<file path="src/pkg/scd_regs.svh">
`ifndef SCD_REGS_SVH
`define SCD_REGS_SVH

// ****************************************************************
// Register offsets
// ****************************************************************
`define SCD_ADDR_W 12
`define SCD_OFF_SYSREF_CTRL 12'h10a
`define SCD_OFF_DELAY_MODE 12'h110
`define SCD_OFF_SUPER_FINE 12'h111
`define SCD_OFF_FINE 12'h112
`define SCD_OFF_DETECT_THR 12'h11a
`define SCD_OFF_CLK_STATUS 12'h11b
`define SCD_OFF_STAB_ONE 12'h11c

// ****************************************************************
// Field positions
// ****************************************************************
`define SCD_AUTOPHASE_BIT 7
`define SCD_NEG_SKEW_HI 3
`define SCD_NEG_SKEW_LO 2
`define SCD_POS_SKEW_HI 1
`define SCD_POS_SKEW_LO 0
`define SCD_MODE_HI 2
`define SCD_MODE_LO 0
`define SCD_THR_HI 4
`define SCD_THR_LO 3
`define SCD_STAB_POWER_BIT 0
`define SCD_STAB_ENABLE_BIT 1

// ****************************************************************
// Reset values
// ****************************************************************
`define SCD_RST_SYSREF_CTRL 8'h00
`define SCD_RST_DELAY_MODE 8'h00
`define SCD_RST_SUPER_FINE 8'h00
`define SCD_RST_FINE 8'hc0
`define SCD_RST_DETECT_THR 8'h09
`define SCD_RST_STAB_ONE 8'h08

// ****************************************************************
// Step limits
// ****************************************************************
`define SCD_FINE_LIMITED_MAX 8'h10
`define SCD_FINE_FULL_MAX 8'hc0
`define SCD_SUPER_FINE_MAX 8'h80

`endif

</file>
<file path="src/pkg/scd_pkg.sv">
package scd_pkg;
  // Clock delay mode codes
  typedef enum logic [2:0] {
    SCD_MODE_NONE = 3'h0,
    SCD_MODE_RSVD1 = 3'h1,
    SCD_MODE_FINE_LIM = 3'h2,
    SCD_MODE_FINE_LOWJIT = 3'h3,
    SCD_MODE_FINE_FULL = 3'h4,
    SCD_MODE_FINE_FULL_ALIAS = 3'h5,
    SCD_MODE_FINE_SUPER = 3'h6,
    SCD_MODE_RSVD7 = 3'h7
  } scd_delay_mode_t;

  // Register byte type
  typedef logic [7:0] scd_byte_t;
endpackage : scd_pkg

</file>
<file path="src/hdl/scd_sample_clock_delay_control.sv">
`timescale 1ns/1ps
`default_nettype none
`include "scd_regs.svh"

module scd_sample_clock_delay_control (
  input wire logic sys_clk,
  input wire logic sys_rst,
  input wire logic [`SCD_ADDR_W-1:0] regAddr, // Register index from serial port
  input wire logic [7:0] regWdata,
  input wire logic regWrite, // One-cycle write strobe
  input wire logic regRead, // One-cycle read strobe
  output logic [7:0] regRdata,
  output logic regRdataValid,
  input wire logic inputClockLocked, // Asynchronous detector level
  output logic autophaseEnable,
  output logic [1:0] positiveSkewHalfClocks,
  output logic [1:0] negativeSkewHalfClocks,
  output logic fineDelayEnable,
  output logic lowJitterMode,
  output logic [7:0] fineDelayApplied,
  output logic superFineEnable,
  output logic [7:0] superFineApplied,
  output logic [1:0] detectThreshold,
  output logic stabilizerPowerUp,
  output logic stabilizerEnable
);
  import scd_pkg::*;

  // ****************************************************************
  // Helpers
  // ****************************************************************

  // Saturate a step count at the valid maximum for the mode
  function automatic scd_byte_t clampSteps(input scd_byte_t steps, input scd_byte_t maxSteps);
    clampSteps = (steps > maxSteps) ? maxSteps : steps;
  endfunction

  // ****************************************************************
  // Register storage
  // ****************************************************************
  scd_byte_t sysrefCtrl; // Autophase and skew windows
  scd_byte_t delayModeReg; // Mode field in low bits
  scd_byte_t superFineReg; // Super fine step count
  scd_byte_t fineReg; // Fine step count
  scd_byte_t detectThrReg; // Threshold plus writable reserved bits
  scd_byte_t stabOneReg; // Stabilizer power and enable
  logic lockSync1; // First synchroniser stage, read only by stage two
  logic lockSync2; // Synchronised detector level
  scd_delay_mode_t modeSel; // Decoded mode field
  scd_byte_t next_rdata; // Read mux result

  // Write decode for the SYSREF control byte; reserved [6:4] not stored
  always_ff @(posedge sys_clk or posedge sys_rst) begin
    if (sys_rst) begin
      sysrefCtrl <= `SCD_RST_SYSREF_CTRL;
    end else if (regWrite && regAddr == `SCD_OFF_SYSREF_CTRL) begin
      sysrefCtrl <= regWdata & 8'h8f;
    end
  end

  // Delay mode register; bits [7:3] read only zero
  always_ff @(posedge sys_clk or posedge sys_rst) begin
    if (sys_rst) begin
      delayModeReg <= `SCD_RST_DELAY_MODE;
    end else if (regWrite && regAddr == `SCD_OFF_DELAY_MODE) begin
      delayModeReg <= regWdata & 8'h07;
    end
  end

  // Super fine and fine step counts, stored as written
  always_ff @(posedge sys_clk or posedge sys_rst) begin
    if (sys_rst) begin
      superFineReg <= `SCD_RST_SUPER_FINE;
      fineReg <= `SCD_RST_FINE;
    end else if (regWrite) begin
      if (regAddr == `SCD_OFF_SUPER_FINE) begin
        superFineReg <= regWdata;
      end
      if (regAddr == `SCD_OFF_FINE) begin
        fineReg <= regWdata;
      end
    end
  end

  // Detection threshold; all bits writable
  always_ff @(posedge sys_clk or posedge sys_rst) begin
    if (sys_rst) begin
      detectThrReg <= `SCD_RST_DETECT_THR;
    end else if (regWrite && regAddr == `SCD_OFF_DETECT_THR) begin
      detectThrReg <= regWdata;
    end
  end

  // Stabilizer control; bit 2 not implemented and reads zero
  always_ff @(posedge sys_clk or posedge sys_rst) begin
    if (sys_rst) begin
      stabOneReg <= `SCD_RST_STAB_ONE;
    end else if (regWrite && regAddr == `SCD_OFF_STAB_ONE) begin
      stabOneReg <= regWdata & 8'hfb;
    end
  end

  // ****************************************************************
  // Clock detector crossing
  // ****************************************************************

  // Two flops; the level tracks the detector with no sticky state
  always_ff @(posedge sys_clk or posedge sys_rst) begin
    if (sys_rst) begin
      lockSync1 <= 1'b0;
      lockSync2 <= 1'b0;
    end else begin
      lockSync1 <= inputClockLocked;
      lockSync2 <= lockSync1;
    end
  end

  // ****************************************************************
  // Read path
  // ****************************************************************

  // Unmapped addresses read zero
  always_comb begin
    case (regAddr)
      `SCD_OFF_SYSREF_CTRL: next_rdata = sysrefCtrl;
      `SCD_OFF_DELAY_MODE: next_rdata = delayModeReg;
      `SCD_OFF_SUPER_FINE: next_rdata = superFineReg;
      `SCD_OFF_FINE: next_rdata = fineReg;
      `SCD_OFF_DETECT_THR: next_rdata = detectThrReg;
      `SCD_OFF_CLK_STATUS: next_rdata = {7'h00, lockSync2};
      `SCD_OFF_STAB_ONE: next_rdata = stabOneReg;
      default: next_rdata = 8'h00;
    endcase
  end

  // Read data registered, valid one cycle after the strobe
  always_ff @(posedge sys_clk or posedge sys_rst) begin
    if (sys_rst) begin
      regRdata <= 8'h00;
      regRdataValid <= 1'b0;
    end else begin
      regRdataValid <= regRead;
      if (regRead) begin
        regRdata <= next_rdata;
      end
    end
  end

  // ****************************************************************
  // Alignment skew windows
  // ****************************************************************

  // Windows forced to zero while autophase is off, so the pulse
  // cannot move the divider phase
  always_ff @(posedge sys_clk or posedge sys_rst) begin
    if (sys_rst) begin
      autophaseEnable <= 1'b0;
      positiveSkewHalfClocks <= 2'h0;
      negativeSkewHalfClocks <= 2'h0;
    end else begin
      autophaseEnable <= sysrefCtrl[`SCD_AUTOPHASE_BIT];
      if (sysrefCtrl[`SCD_AUTOPHASE_BIT]) begin
        // Code counts half clocks; 00 means exact capture
        positiveSkewHalfClocks <= sysrefCtrl[`SCD_POS_SKEW_HI:`SCD_POS_SKEW_LO];
        negativeSkewHalfClocks <= sysrefCtrl[`SCD_NEG_SKEW_HI:`SCD_NEG_SKEW_LO];
      end else begin
        positiveSkewHalfClocks <= 2'h0;
        negativeSkewHalfClocks <= 2'h0;
      end
    end
  end

  // ****************************************************************
  // Delay application
  // ****************************************************************
  assign modeSel = scd_delay_mode_t'(delayModeReg[`SCD_MODE_HI:`SCD_MODE_LO]);

  // Out-of-range steps saturate rather than wrap, so a bad write
  // gives the nearest valid delay instead of a tiny one
  always_ff @(posedge sys_clk or posedge sys_rst) begin
    if (sys_rst) begin
      fineDelayEnable <= 1'b0;
      lowJitterMode <= 1'b0;
      fineDelayApplied <= 8'h00;
      superFineEnable <= 1'b0;
      superFineApplied <= 8'h00;
    end else begin
      case (modeSel)
        SCD_MODE_FINE_LIM: begin
          fineDelayEnable <= 1'b1;
          lowJitterMode <= 1'b0;
          fineDelayApplied <= clampSteps(fineReg, `SCD_FINE_LIMITED_MAX);
          superFineEnable <= 1'b0;
          superFineApplied <= 8'h00;
        end
        SCD_MODE_FINE_LOWJIT: begin
          fineDelayEnable <= 1'b1;
          lowJitterMode <= 1'b1;
          fineDelayApplied <= clampSteps(fineReg, `SCD_FINE_LIMITED_MAX);
          superFineEnable <= 1'b0;
          superFineApplied <= 8'h00;
        end
        SCD_MODE_FINE_FULL, SCD_MODE_FINE_FULL_ALIAS: begin
          fineDelayEnable <= 1'b1;
          lowJitterMode <= 1'b0;
          fineDelayApplied <= clampSteps(fineReg, `SCD_FINE_FULL_MAX);
          superFineEnable <= 1'b0;
          superFineApplied <= 8'h00;
        end
        SCD_MODE_FINE_SUPER: begin
          fineDelayEnable <= 1'b1;
          lowJitterMode <= 1'b0;
          fineDelayApplied <= clampSteps(fineReg, `SCD_FINE_FULL_MAX);
          superFineEnable <= 1'b1;
          superFineApplied <= clampSteps(superFineReg, `SCD_SUPER_FINE_MAX);
        end
        default: begin
          // 000 and reserved 001/111: no sample clock delay
          fineDelayEnable <= 1'b0;
          lowJitterMode <= 1'b0;
          fineDelayApplied <= 8'h00;
          superFineEnable <= 1'b0;
          superFineApplied <= 8'h00;
        end
      endcase
    end
  end

  // ****************************************************************
  // Detection threshold and stabilizer
  // ****************************************************************

  // Enable is gated by power so a misordered write cannot run an
  // unpowered stabilizer
  always_ff @(posedge sys_clk or posedge sys_rst) begin
    if (sys_rst) begin
      detectThreshold <= 2'h1;
      stabilizerPowerUp <= 1'b0;
      stabilizerEnable <= 1'b0;
    end else begin
      detectThreshold <= detectThrReg[`SCD_THR_HI:`SCD_THR_LO];
      stabilizerPowerUp <= stabOneReg[`SCD_STAB_POWER_BIT];
      stabilizerEnable <= stabOneReg[`SCD_STAB_ENABLE_BIT]
        & stabOneReg[`SCD_STAB_POWER_BIT];
    end
  end

endmodule // scd_sample_clock_delay_control

`default_nettype wire

</file>
<file path="config.mk">
export PLATFORM = sky130hd
export DESIGN_NAME = scd_sample_clock_delay_control
export DESIGN_NICKNAME = d
export VERILOG_FILES = /design/src/pkg/scd_pkg.sv /design/src/hdl/scd_sample_clock_delay_control.sv
export VERILOG_INCLUDE_DIRS = /design/src /design/src/pkg
export SDC_FILE = /design/constraint.sdc
export NUM_CORES = 1
export LEC_CHECK = 0
export ABC_AREA = 1
export BUFFER_PORTS_ARGS = -buffer_cell sky130_fd_sc_hd__buf_2
export CAP_MARGIN = 20
export CORE_MARGIN = 5
export CORE_UTILIZATION = 50
export DETAILED_ROUTE_END_ITERATION = 10
export PLACE_DENSITY = 0.76
export SYNTH_ARGS = -nofsm -noshare
export SYNTH_HDL_FRONTEND = slang
export SYNTH_SLANG_ARGS = --single-unit
</file>
<file path="constraint.sdc">
create_clock -name sys_clk -period 6.25 [get_ports sys_clk]
set_clock_uncertainty 0.15 [all_clocks]
set_input_delay 1.5625 -clock sys_clk [delete_from_list [all_inputs] [get_ports sys_clk]]
set_output_delay 1.5625 -clock sys_clk [all_outputs]
set_load 0.05 [all_outputs]
</file>
==> impl_metrics.json, run 1 <==
{
  "layoutNonFillerInstCount": 557,
  "ys_warn_count": 0,
  "critical_path_buf_inv_count": 1,
  "ioPinCount": 62,
  "drv_slew": 0,
  "die_h_um": 93.9,
  "place.gp.congestion": 0.832,
  "cp_slowest_stage_delay_ps": 520,
  "drcViolationCount": 0,
  "clock_latency_ps": 360,
  "yosysUniqueCellTypes": 25,
  "tritoncts_num_sinks": 78,
  "setup.worst_path.start_class": "flop",
  "grt_remaining_overflow": 0,
  "cts_setup_buffers": 0,
  "clock_tree.root_cell": "clkbuf_8",
  "number_of_placed_instances_taps_included": 541,
  "cp_data_arrival_time_ps": 1130,
  "worst_slack_ps": 3410,
  "synth_enable_flop_cells": 0,
  "period_minus_slack_ps": 2840,
  "ys_dominant_reg_cell": "dfrtp_1",
  "mostFrequentLayoutCells": "105 x nand2_1, 72 x dfrtp_1, 61 x buf_2",
  "placement.io_buffers": 61,
  "setup_violations": 0,
  "synth_cells": 391,
  "antennaDiodeCount": 0,
  "layout.cells.most_common": "nand2_1",
  "period_share_pct": 45.4,
  "drive_above_1_share_pct": 29.9,
  "timing.critical_path.max_delay_family": "flip-flops",
  "critical-path-slowest-cell": "dfstp_2",
  "synth_sequential_area_ratio_pct": 55.7,
  "detail_route.first_pass.iterations": 4,
  "rel_slew_slack_pct": 36.5,
  "fin_tns_setup_ps": 0,
  "cp_data_required_time_ps": 4540,
  "clkSlewWorstSetupHoldPaths_ps": 80,
  "timing_worst_slew_pin_value_ps": 953,
  "htreeDepth": 3,
  "cts_buffers": 9,
  "max_freq_mhz": 352,
  "core-area_um2": 6830,
  "synthArstFlopShare_pct": 100,
  "grtUsageTotal_pct": 18.9,
  "hpwlAfterDp_um": 5610,
  "cts.hold.buffers_added": 0,
  "crit_type": "flop to output pin",
  "hold_violations": 0,
  "ys_ff_latch": 78,
  "vdd_ir_drop_max_mv": 0.148,
  "wirelength_um": 7770,
  "routedWlPerCell_um": 13.9,
  "synth.net_count": 416,
  "cellPowerDensity_nw_per_um2": 245,
  "cts_tree": "yes",
  "synth_area_um2": 3520,
  "grt_antenna_before_repair": 0,
  "run_status": "finished clean",
  "signed_area_change_from_the_synthesized_netlist_to_the_final_layout_pct": 17.1,
  "critPathMaxFanout": 1,
  "postSynthAreaPerCell_um2": 9.00,
  "clock_tree.buffer_depth": 2,
  "drv_cap": 0,
  "worstSetupEndpointType": "output pin",
  "final_net_count": 481,
  "pre_cts_ws_ps": 3080,
  "drt-vias-per-instance": 5.01,
  "rsz0062_at_grt": "false",
  "postRouteAntennaNets": 0,
  "die_width_um": 93.9,
  "grt_first_pass_wirelength_um": 12600,
  "grt_start_max_net_pins": 79,
  "first_global_vias": 2632,
  "via_count": 2788,
  "drt-initial-drc-count": 170,
  "power.static_leakage_nw": 2.16,
  "hold_class": "flop to flop",
  "critical_path_cell_by_cell": "buf_2",
  "design.die.area_um2": 8820,
  "initial_core_util_pct": 51.5,
  "num_rows": 30,
  "postCtsResizedCells": 0
}
## cells by family (layout without fill, tap and decap cells)
family | Yosys count | count (layout) | synth area share [%]
simple gates | 211 | 211 | 27.8
flops | 78 | 78 | 55.7
buf+inv | 52 | 122 | 6.68
compound gates | 50 | 50 | 9.88
## registers in the layout, summed over array words and instances, names as in the netlist
signal,flops
stabilizerPowerUp,1
fineDelayApplied,8
stabOneReg,7
regRdataValid,1
superFineReg,8
sysrefCtrl,5
autophaseEnable,1
fineDelayEnable,1
superFineEnable,1
lockSync2,1
positiveSkewHalfClocks,2
lockSync1,1
lowJitterMode,1
negativeSkewHalfClocks,2
fineReg,8
superFineApplied,8
stabilizerEnable,1
regRdata,8
detectThrReg,8
delayModeReg,3
detectThreshold,2
## report_power, final
| part | switching, mW | internal, mW |
|---|---|---|
| clock network | 0.188 | 0.267 |
| logic | 0.0355 | 0.0110 |
| registers | 0.00143 | 0.507 |
| total | 0.225 | 0.785 |
## stage by stage
step                      hold WS [ps]  utilization [%]  instance area (µm²)  total power [mW]
final                              211             60.3                 4120              1.01
after global routing               217             60.3                 4120              1.05
after detailed placement           194             56.8                 3880             0.566
after global placement             194             56.8                 3880             0.564
after CTS                          214             60.3                 4120              1.01
after floorplan                    181                -                 3520             0.546
## final timing paths
kind	from	endpoint	slack, ps	cells past startpoint
worst min register to register	lockSync1	lockSync2	210	0
worst max-delay path	detectThreshold[0]	detectThreshold[0]	3410	1
min in group asynchronous	sys_rst	regRdataValid	1340	3
worst max register to register	delayModeReg[1]	superFineApplied[5]	4680	4
worst min-delay path	lockSync1	lockSync2	210	0
max in group asynchronous	sys_rst	superFineApplied[1]	4000	3
## synthesized netlist by cell type, types with 2 or more instances
library cell  count  share of area (%)
dfrtp_1          72                 51
nand3_2           2               0.57
dfstp_2           6                4.5
nor2_4            5                1.6
nor3_1            2               0.28
a21oi_1           4               0.57
nand2_1         105                 11
nor2_1           39                4.2
nand2_4           2               0.64
inv_1            41                4.4
inv_2             3               0.32
o21ai_2          26                6.5
buf_2             2               0.28
nand4_1           3               0.53
nand2_2           8                1.4
nor2_2            6                1.1
o21ai_1           6               0.85
buf_6             5                1.6
o21ai_0          14                2.0
nand3_1          35                5.0
## metal layers
layer	vias to the layer above	part of all wire, %	global-route usage, %
li1	1373	-	-
met1	1327	44	24.0
met2	75	50	31.2
met3	13	4.2	3.37
met4	0	2.2	9.03
met5	-	0	0
## final cells by class
type                    instances  area [µm²]
clock buffers                  11         131
repair buffers                 62         313
well taps                      96         120
multi-input cells             261        1330
fillers                       595        2710
flip-flops and latches         78        1960
clock inverters                 5         106
inverters                      44         165
Note: power is estimated with default switching activity, not from simulation.
==> inputs of run 2 (changes only) <==
==> constraint.sdc (replaced) <==
create_clock -name sys_clk -period 2.7 [get_ports sys_clk]
set_clock_uncertainty 0.15 [all_clocks]
set_input_delay 0.675 -clock sys_clk [delete_from_list [all_inputs] [get_ports sys_clk]]
set_output_delay 0.675 -clock sys_clk [all_outputs]
set_load 0.05 [all_outputs]
==> impl_metrics.json, run 2 (same netlist as run 1, synthesis figures left out) <==
{
  "run_status": "finished clean",
  "cp_slowest_stage_delay_ps": 510,
  "cp_data_arrival_time_ps": 1110,
  "via_count": 2726,
  "grt_start_max_net_pins": 29,
  "crit_type": "flop to output pin",
  "drv_cap": 0,
  "critical-path-slowest-cell": "dfstp_2",
  "cp_data_required_time_ps": 1880,
  "timing_worst_slew_pin_value_ps": 626,
  "first_global_vias": 2603,
  "clock_tree.buffer_depth": 2,
  "hpwlAfterDp_um": 5960,
  "dpl-instance-area_um2": 3930,
  "period_share_pct": 71.7,
  "die_width_um": 93.9,
  "hold_class": "flop to flop",
  "grtUsageTotal_pct": 19.7,
  "cts_tree": "yes",
  "ioPinCount": 62,
  "num_rows": 30,
  "critical_path_cell_by_cell": "buf_2",
  "rsz0062_at_grt": "false",
  "grt_remaining_overflow": 0,
  "grt_antenna_before_repair": 0,
  "htreeDepth": 3,
  "max_freq_mhz": 517,
  "grt_first_pass_wirelength_um": 13000,
  "final_net_count": 483,
  "cts.hold.buffers_added": 0,
  "critical_path_buf_inv_count": 1,
  "cts_buffers": 9,
  "timing.critical_path.max_delay_family": "flip-flops",
  "drt-vias-per-instance": 4.88,
  "vdd_ir_drop_max_mv": 0.393,
  "clock_latency_ps": 350,
  "setup.worst_path.start_class": "flop",
  "rel_slew_slack_pct": 58.2,
  "power.static_leakage_nw": 2.16,
  "initial_core_util_pct": 51.5,
  "core-area_um2": 6830,
  "layout.cells.most_common": "nand2_1",
  "drive_above_1_share_pct": 30.2,
  "wirelength_um": 7960,
  "drcViolationCount": 0,
  "routedWlPerCell_um": 14.2,
  "placement.io_buffers": 61,
  "detail_route.first_pass.iterations": 4,
  "clkSlewWorstSetupHoldPaths_ps": 80,
  "antennaDiodeCount": 0,
  "design.die.area_um2": 8820,
  "fillCellCount": 637,
  "clock_tree.root_cell": "clkbuf_8",
  "critPathMaxFanout": 1,
  "drv_slew": 0,
  "setup_violations": 0,
  "postRouteAntennaNets": 0,
  "fin_tns_setup_ps": 0,
  "postCtsResizedCells": 0,
  "cts_setup_buffers": 0,
  "post-route-cell-area_um2": 4120,
  "cellPowerDensity_nw_per_um2": 522,
  "period_minus_slack_ps": 1940,
  "worstSetupEndpointType": "output pin",
  "hold_violations": 0,
  "report.power.total_mw": 2.15,
  "place.gp.congestion": 0.879,
  "signed_area_change_from_the_synthesized_netlist_to_the_final_layout_pct": 17.0,
  "tritoncts_num_sinks": 78,
  "drt-initial-drc-count": 168,
  "mostFrequentLayoutCells": "105 x nand2_1, 72 x dfrtp_1, 61 x buf_2",
  "die_h_um": 93.9
}
## run 2: cell type report
cell class | instances | area [µm²] | share of cell area, %
clock buffer | 12 | 145 | 3.52
timing repair buffer | 64 | 353 | 8.57
inverter | 44 | 169 | 4.10
clock inverter | 4 | 47.5 | 1.15
multi-input combinational | 261 | 1330 | 32.2
tap | 96 | 120 | 2.92
sequential | 78 | 1960 | 47.6
## run 2: routing by layer
metal,global-route usage [%],up-vias,part of all wire (%)
li1,-,1370,-
met1,28.3,1267,46
met2,29.7,83,46
met3,3.29,6,7.1
met4,7.94,0,1.1
met5,0,-,0
## run 2: power by group
| group | switching [mW] | internal (mW) | leakage [nW] |
|---|---|---|---|
| combinational | 0.0858 | 0.0310 | 0.998 |
| clock | 0.406 | 0.450 | 0.0964 |
| sequential | 0.00332 | 1.17 | 1.06 |
| total | 0.495 | 1.65 | 2.16 |
## run 2: through the flow
step | worst slack, ps | std cells | hold slack (ps) | util, %
floorplan | 899 | 391 | 181 | -
CTS | 750 | 559 | 204 | 60.3
finish | 764 | 559 | 207 | 60.3
detailed placement | 496 | 543 | 186 | 57.5
global placement | 554 | 543 | 183 | 57.5
global route | 711 | 559 | 210 | 60.3
## run 2: final timing paths
kind | from | end | slack [ps] | depth (start not counted)
min reg2reg | lockSync1 | lockSync2 | 210 | 0
max in group asynchronous | sys_rst | stabOneReg[3] | 1540 | 3
min | lockSync1 | lockSync2 | 210 | 0
max | detectThreshold[0] | detectThreshold[0] | 760 | 1
min in group asynchronous | sys_rst | superFineReg[2] | 250 | 2
max reg2reg | fineReg[4] | fineDelayApplied[3] | 1170 | 6
==> inputs of run 3 (changes only) <==
--- a/config.mk
+++ b/config.mk
@@ -6,7 +6,7 @@
 export SDC_FILE = /design/constraint.sdc
 export NUM_CORES = 1
 export LEC_CHECK = 0
-export ABC_AREA = 1
+export ABC_AREA = 0
 export BUFFER_PORTS_ARGS = -buffer_cell sky130_fd_sc_hd__buf_2
 export CAP_MARGIN = 20
 export CORE_MARGIN = 5
==> constraint.sdc (replaced) <==
create_clock -name sys_clk -period 1.93 [get_ports sys_clk]
set_clock_uncertainty 0.15 [all_clocks]
set_input_delay 0.4825 -clock sys_clk [delete_from_list [all_inputs] [get_ports sys_clk]]
set_output_delay 0.4825 -clock sys_clk [all_outputs]
set_load 0.05 [all_outputs]
==> impl_metrics.json, run 3 <==
{
  "clock_tree.buffer_depth": 2,
  "cts.hold.buffers_added": 0,
  "drv_slew": 0,
  "worst_slack_ps": -26.8,
  "placement.io_buffers": 61,
  "crit_type": "input pin to flop",
  "die_width_um": 91.6,
  "whs_ps": 72.4,
  "postSynthAreaPerCell_um2": 13.3,
  "signed_area_change_from_the_synthesized_netlist_to_the_final_layout_pct": 30.4,
  "ys_warn_count": 0,
  "tritoncts_num_sinks": 78,
  "synthSimpleGateAreaFrac_pct": 14.6,
  "clkSlewWorstSetupHoldPaths_ps": 70,
  "ys_dominant_reg_cell": "dfrtp_1",
  "synth_top_area_share_pct": 54.2,
  "place.gp.congestion": 0.936,
  "timing.rr.end": "fineDelayApplied[2]",
  "antennaDiodeCount": 0,
  "final_net_count": 386,
  "cts_buffers": 9,
  "synth_area_leaders": "dfrtp_1 54%, mux2_2 13%, dfstp_2 4.7%",
  "yosys.area_share.adder_pct": 0,
  "combinational_family_with_the_most_area_after_synthesis": "multiplexers",
  "grt_start_max_net_pins": 79,
  "post-route-cell-area_um2": 4340,
  "first_global_vias": 2620,
  "cellPowerDensity_nw_per_um2": 699,
  "ioPinCount": 62,
  "synth_area_um2": 3330,
  "vdd_ir_drop_max_mv": 0.417,
  "cp_data_arrival_time_ps": 2040,
  "post-synth-top-count-cell": "dfrtp_1",
  "violations": "setup timing",
  "drive_above_1_share_pct": 50.7,
  "grt_remaining_overflow": 0,
  "routedWlPerCell_um": 18.6,
  "synth.net_count": 275,
  "reg2reg_slack_ps": 50,
  "ys_ff_latch": 78,
  "layoutNonFillerInstCount": 442,
  "initial_core_util_pct": 51.8,
  "rr_startpoint": "fineReg[0]",
  "rel_slew_slack_pct": 72.3,
  "synthMuxAreaShare_pct": 15.4,
  "core-area_um2": 6420,
  "htreeDepth": 3,
  "via_count": 2464,
  "cp_data_required_time_ps": 2010,
  "ff2ff_path_depth": 5,
  "post_synth_xor_area_fraction_pct": 0.263,
  "power.static_leakage_nw": 2.20,
  "max_freq_mhz": 511,
  "drt-vias-per-instance": 5.57,
  "grtUsageTotal_pct": 20.8,
  "fillCellCount": 485,
  "hold_violations": 0,
  "mostFrequentLayoutCells": "72 x dfrtp_1, 59 x buf_2, 45 x buf_4",
  "clock_tree.root_cell": "clkbuf_8",
  "cts_tree": "yes",
  "synth_commonest_cells": "72 x dfrtp_1, 37 x mux2_2, 20 x and2_1",
  "timing_worst_slew_pin_value_ps": 415,
  "layout.cells.most_common": "dfrtp_1",
  "post-route-util_pct": 67.5,
  "period_minus_slack_ps": 1960,
  "drcViolationCount": 0,
  "detail_route.first_pass.iterations": 4,
  "setup_violations": 5,
  "setup.worst_path.start_class": "input pin",
  "synth_top_cell_by_area": "dfrtp_1",
  "worstSetupEndpointType": "flop",
  "period_share_pct": 101,
  "num_rows": 29,
  "run_status": "finished, violations left",
  "dpl-instance-area_um2": 4110,
  "synth_compound_area_share_pct": 9.03,
  "report.power.total_mw": 3.03,
  "design.die.area_um2": 8390,
  "yosysUniqueCellTypes": 45,
  "drv_cap": 0,
  "grt_antenna_before_repair": 0,
  "hold_class": "input pin to async pin",
  "synth_enable_flop_cells": 0,
  "wirelength_um": 8230,
  "rsz0062_at_grt": "true",
  "postRouteAntennaNets": 0,
  "pre_cts_ws_ps": -393,
  "drt-initial-drc-count": 178,
  "synthArstFlopShare_pct": 100,
  "hpwlAfterDp_um": 5980,
  "critPathMaxFanout": 5,
  "grt_first_pass_wirelength_um": 13400,
  "number_of_placed_instances_taps_included": 424,
  "fin_tns_setup_ps": -93.7,
  "synth_sequential_area_ratio_pct": 58.9,
  "die_h_um": 91.6,
  "clock_latency_ps": 350,
  "synth_cells": 250
}
## run 3: metal layers
| metal | global-route usage (%) | vias up | wire, µm |
|---|---|---|---|
| met5 | 0 | - | 0 |
| met4 | 7.16 | 0 | 169 |
| met3 | 6.28 | 14 | 472 |
| met2 | 33.5 | 78 | 4070 |
| met1 | 26.8 | 1236 | 3520 |
| li1 | - | 1136 | - |
## run 3: logic make-up after synthesis
kind of cell	after synthesis
buffers and inverters	15
AOI/OAI and AO/OA	39
and+or+nand+nor	73
muxes	44
xor gates and xnor gates	1
DFF	78
## run 3: final cells by class
cell class / instances / area (µm²) / share of cell area (%)
clock buffer: 13 / 149 / 3.43
clock inverter: 2 / 35.0 / 0.808
inverter: 7 / 30.0 / 0.692
multi-input combinational: 157 / 1370 / 31.6
sequential: 78 / 1960 / 45.2
tap: 77 / 96.3 / 2.22
timing repair buffer: 108 / 696 / 16.0
## run 3: power breakdown
part	internal [mW]	switching, mW	leakage, nW
clock	0.626	0.559	0.0935
sequential	1.64	0.00377	1.06
combinational	0.0842	0.119	1.04
## run 3: timing repair
action                                  in CTS  in global routing
resized for setup                            2                  3
endpoints found under the setup margin       6                 11
hold endpoints to repair                     0                  0
gates cloned                                 0                  0
pin swaps                                    1                  0
setup buffers                                1                  2
## run 3: worst max-delay path, stage by stage
cell     delay, ps
buf_6           90
or4b_4         580
nor4_4         170
nor3b_4        290
nand2_4        120
mux2_4         300
## run 3: how the worst max path moves through the flow
stage,depth (start not counted),end,slack (ps),from
finish,6,sysrefCtrl[1],-30,regAddr[9]
global route,6,sysrefCtrl[1],-60,regAddr[9]
CTS,6,sysrefCtrl[1],9,regAddr[9]
detailed placement,6,sysrefCtrl[3],-390,regAddr[11]
global placement,6,sysrefCtrl[3],-340,regAddr[9]
floorplan,5,sysrefCtrl[0],-330,regAddr[9]
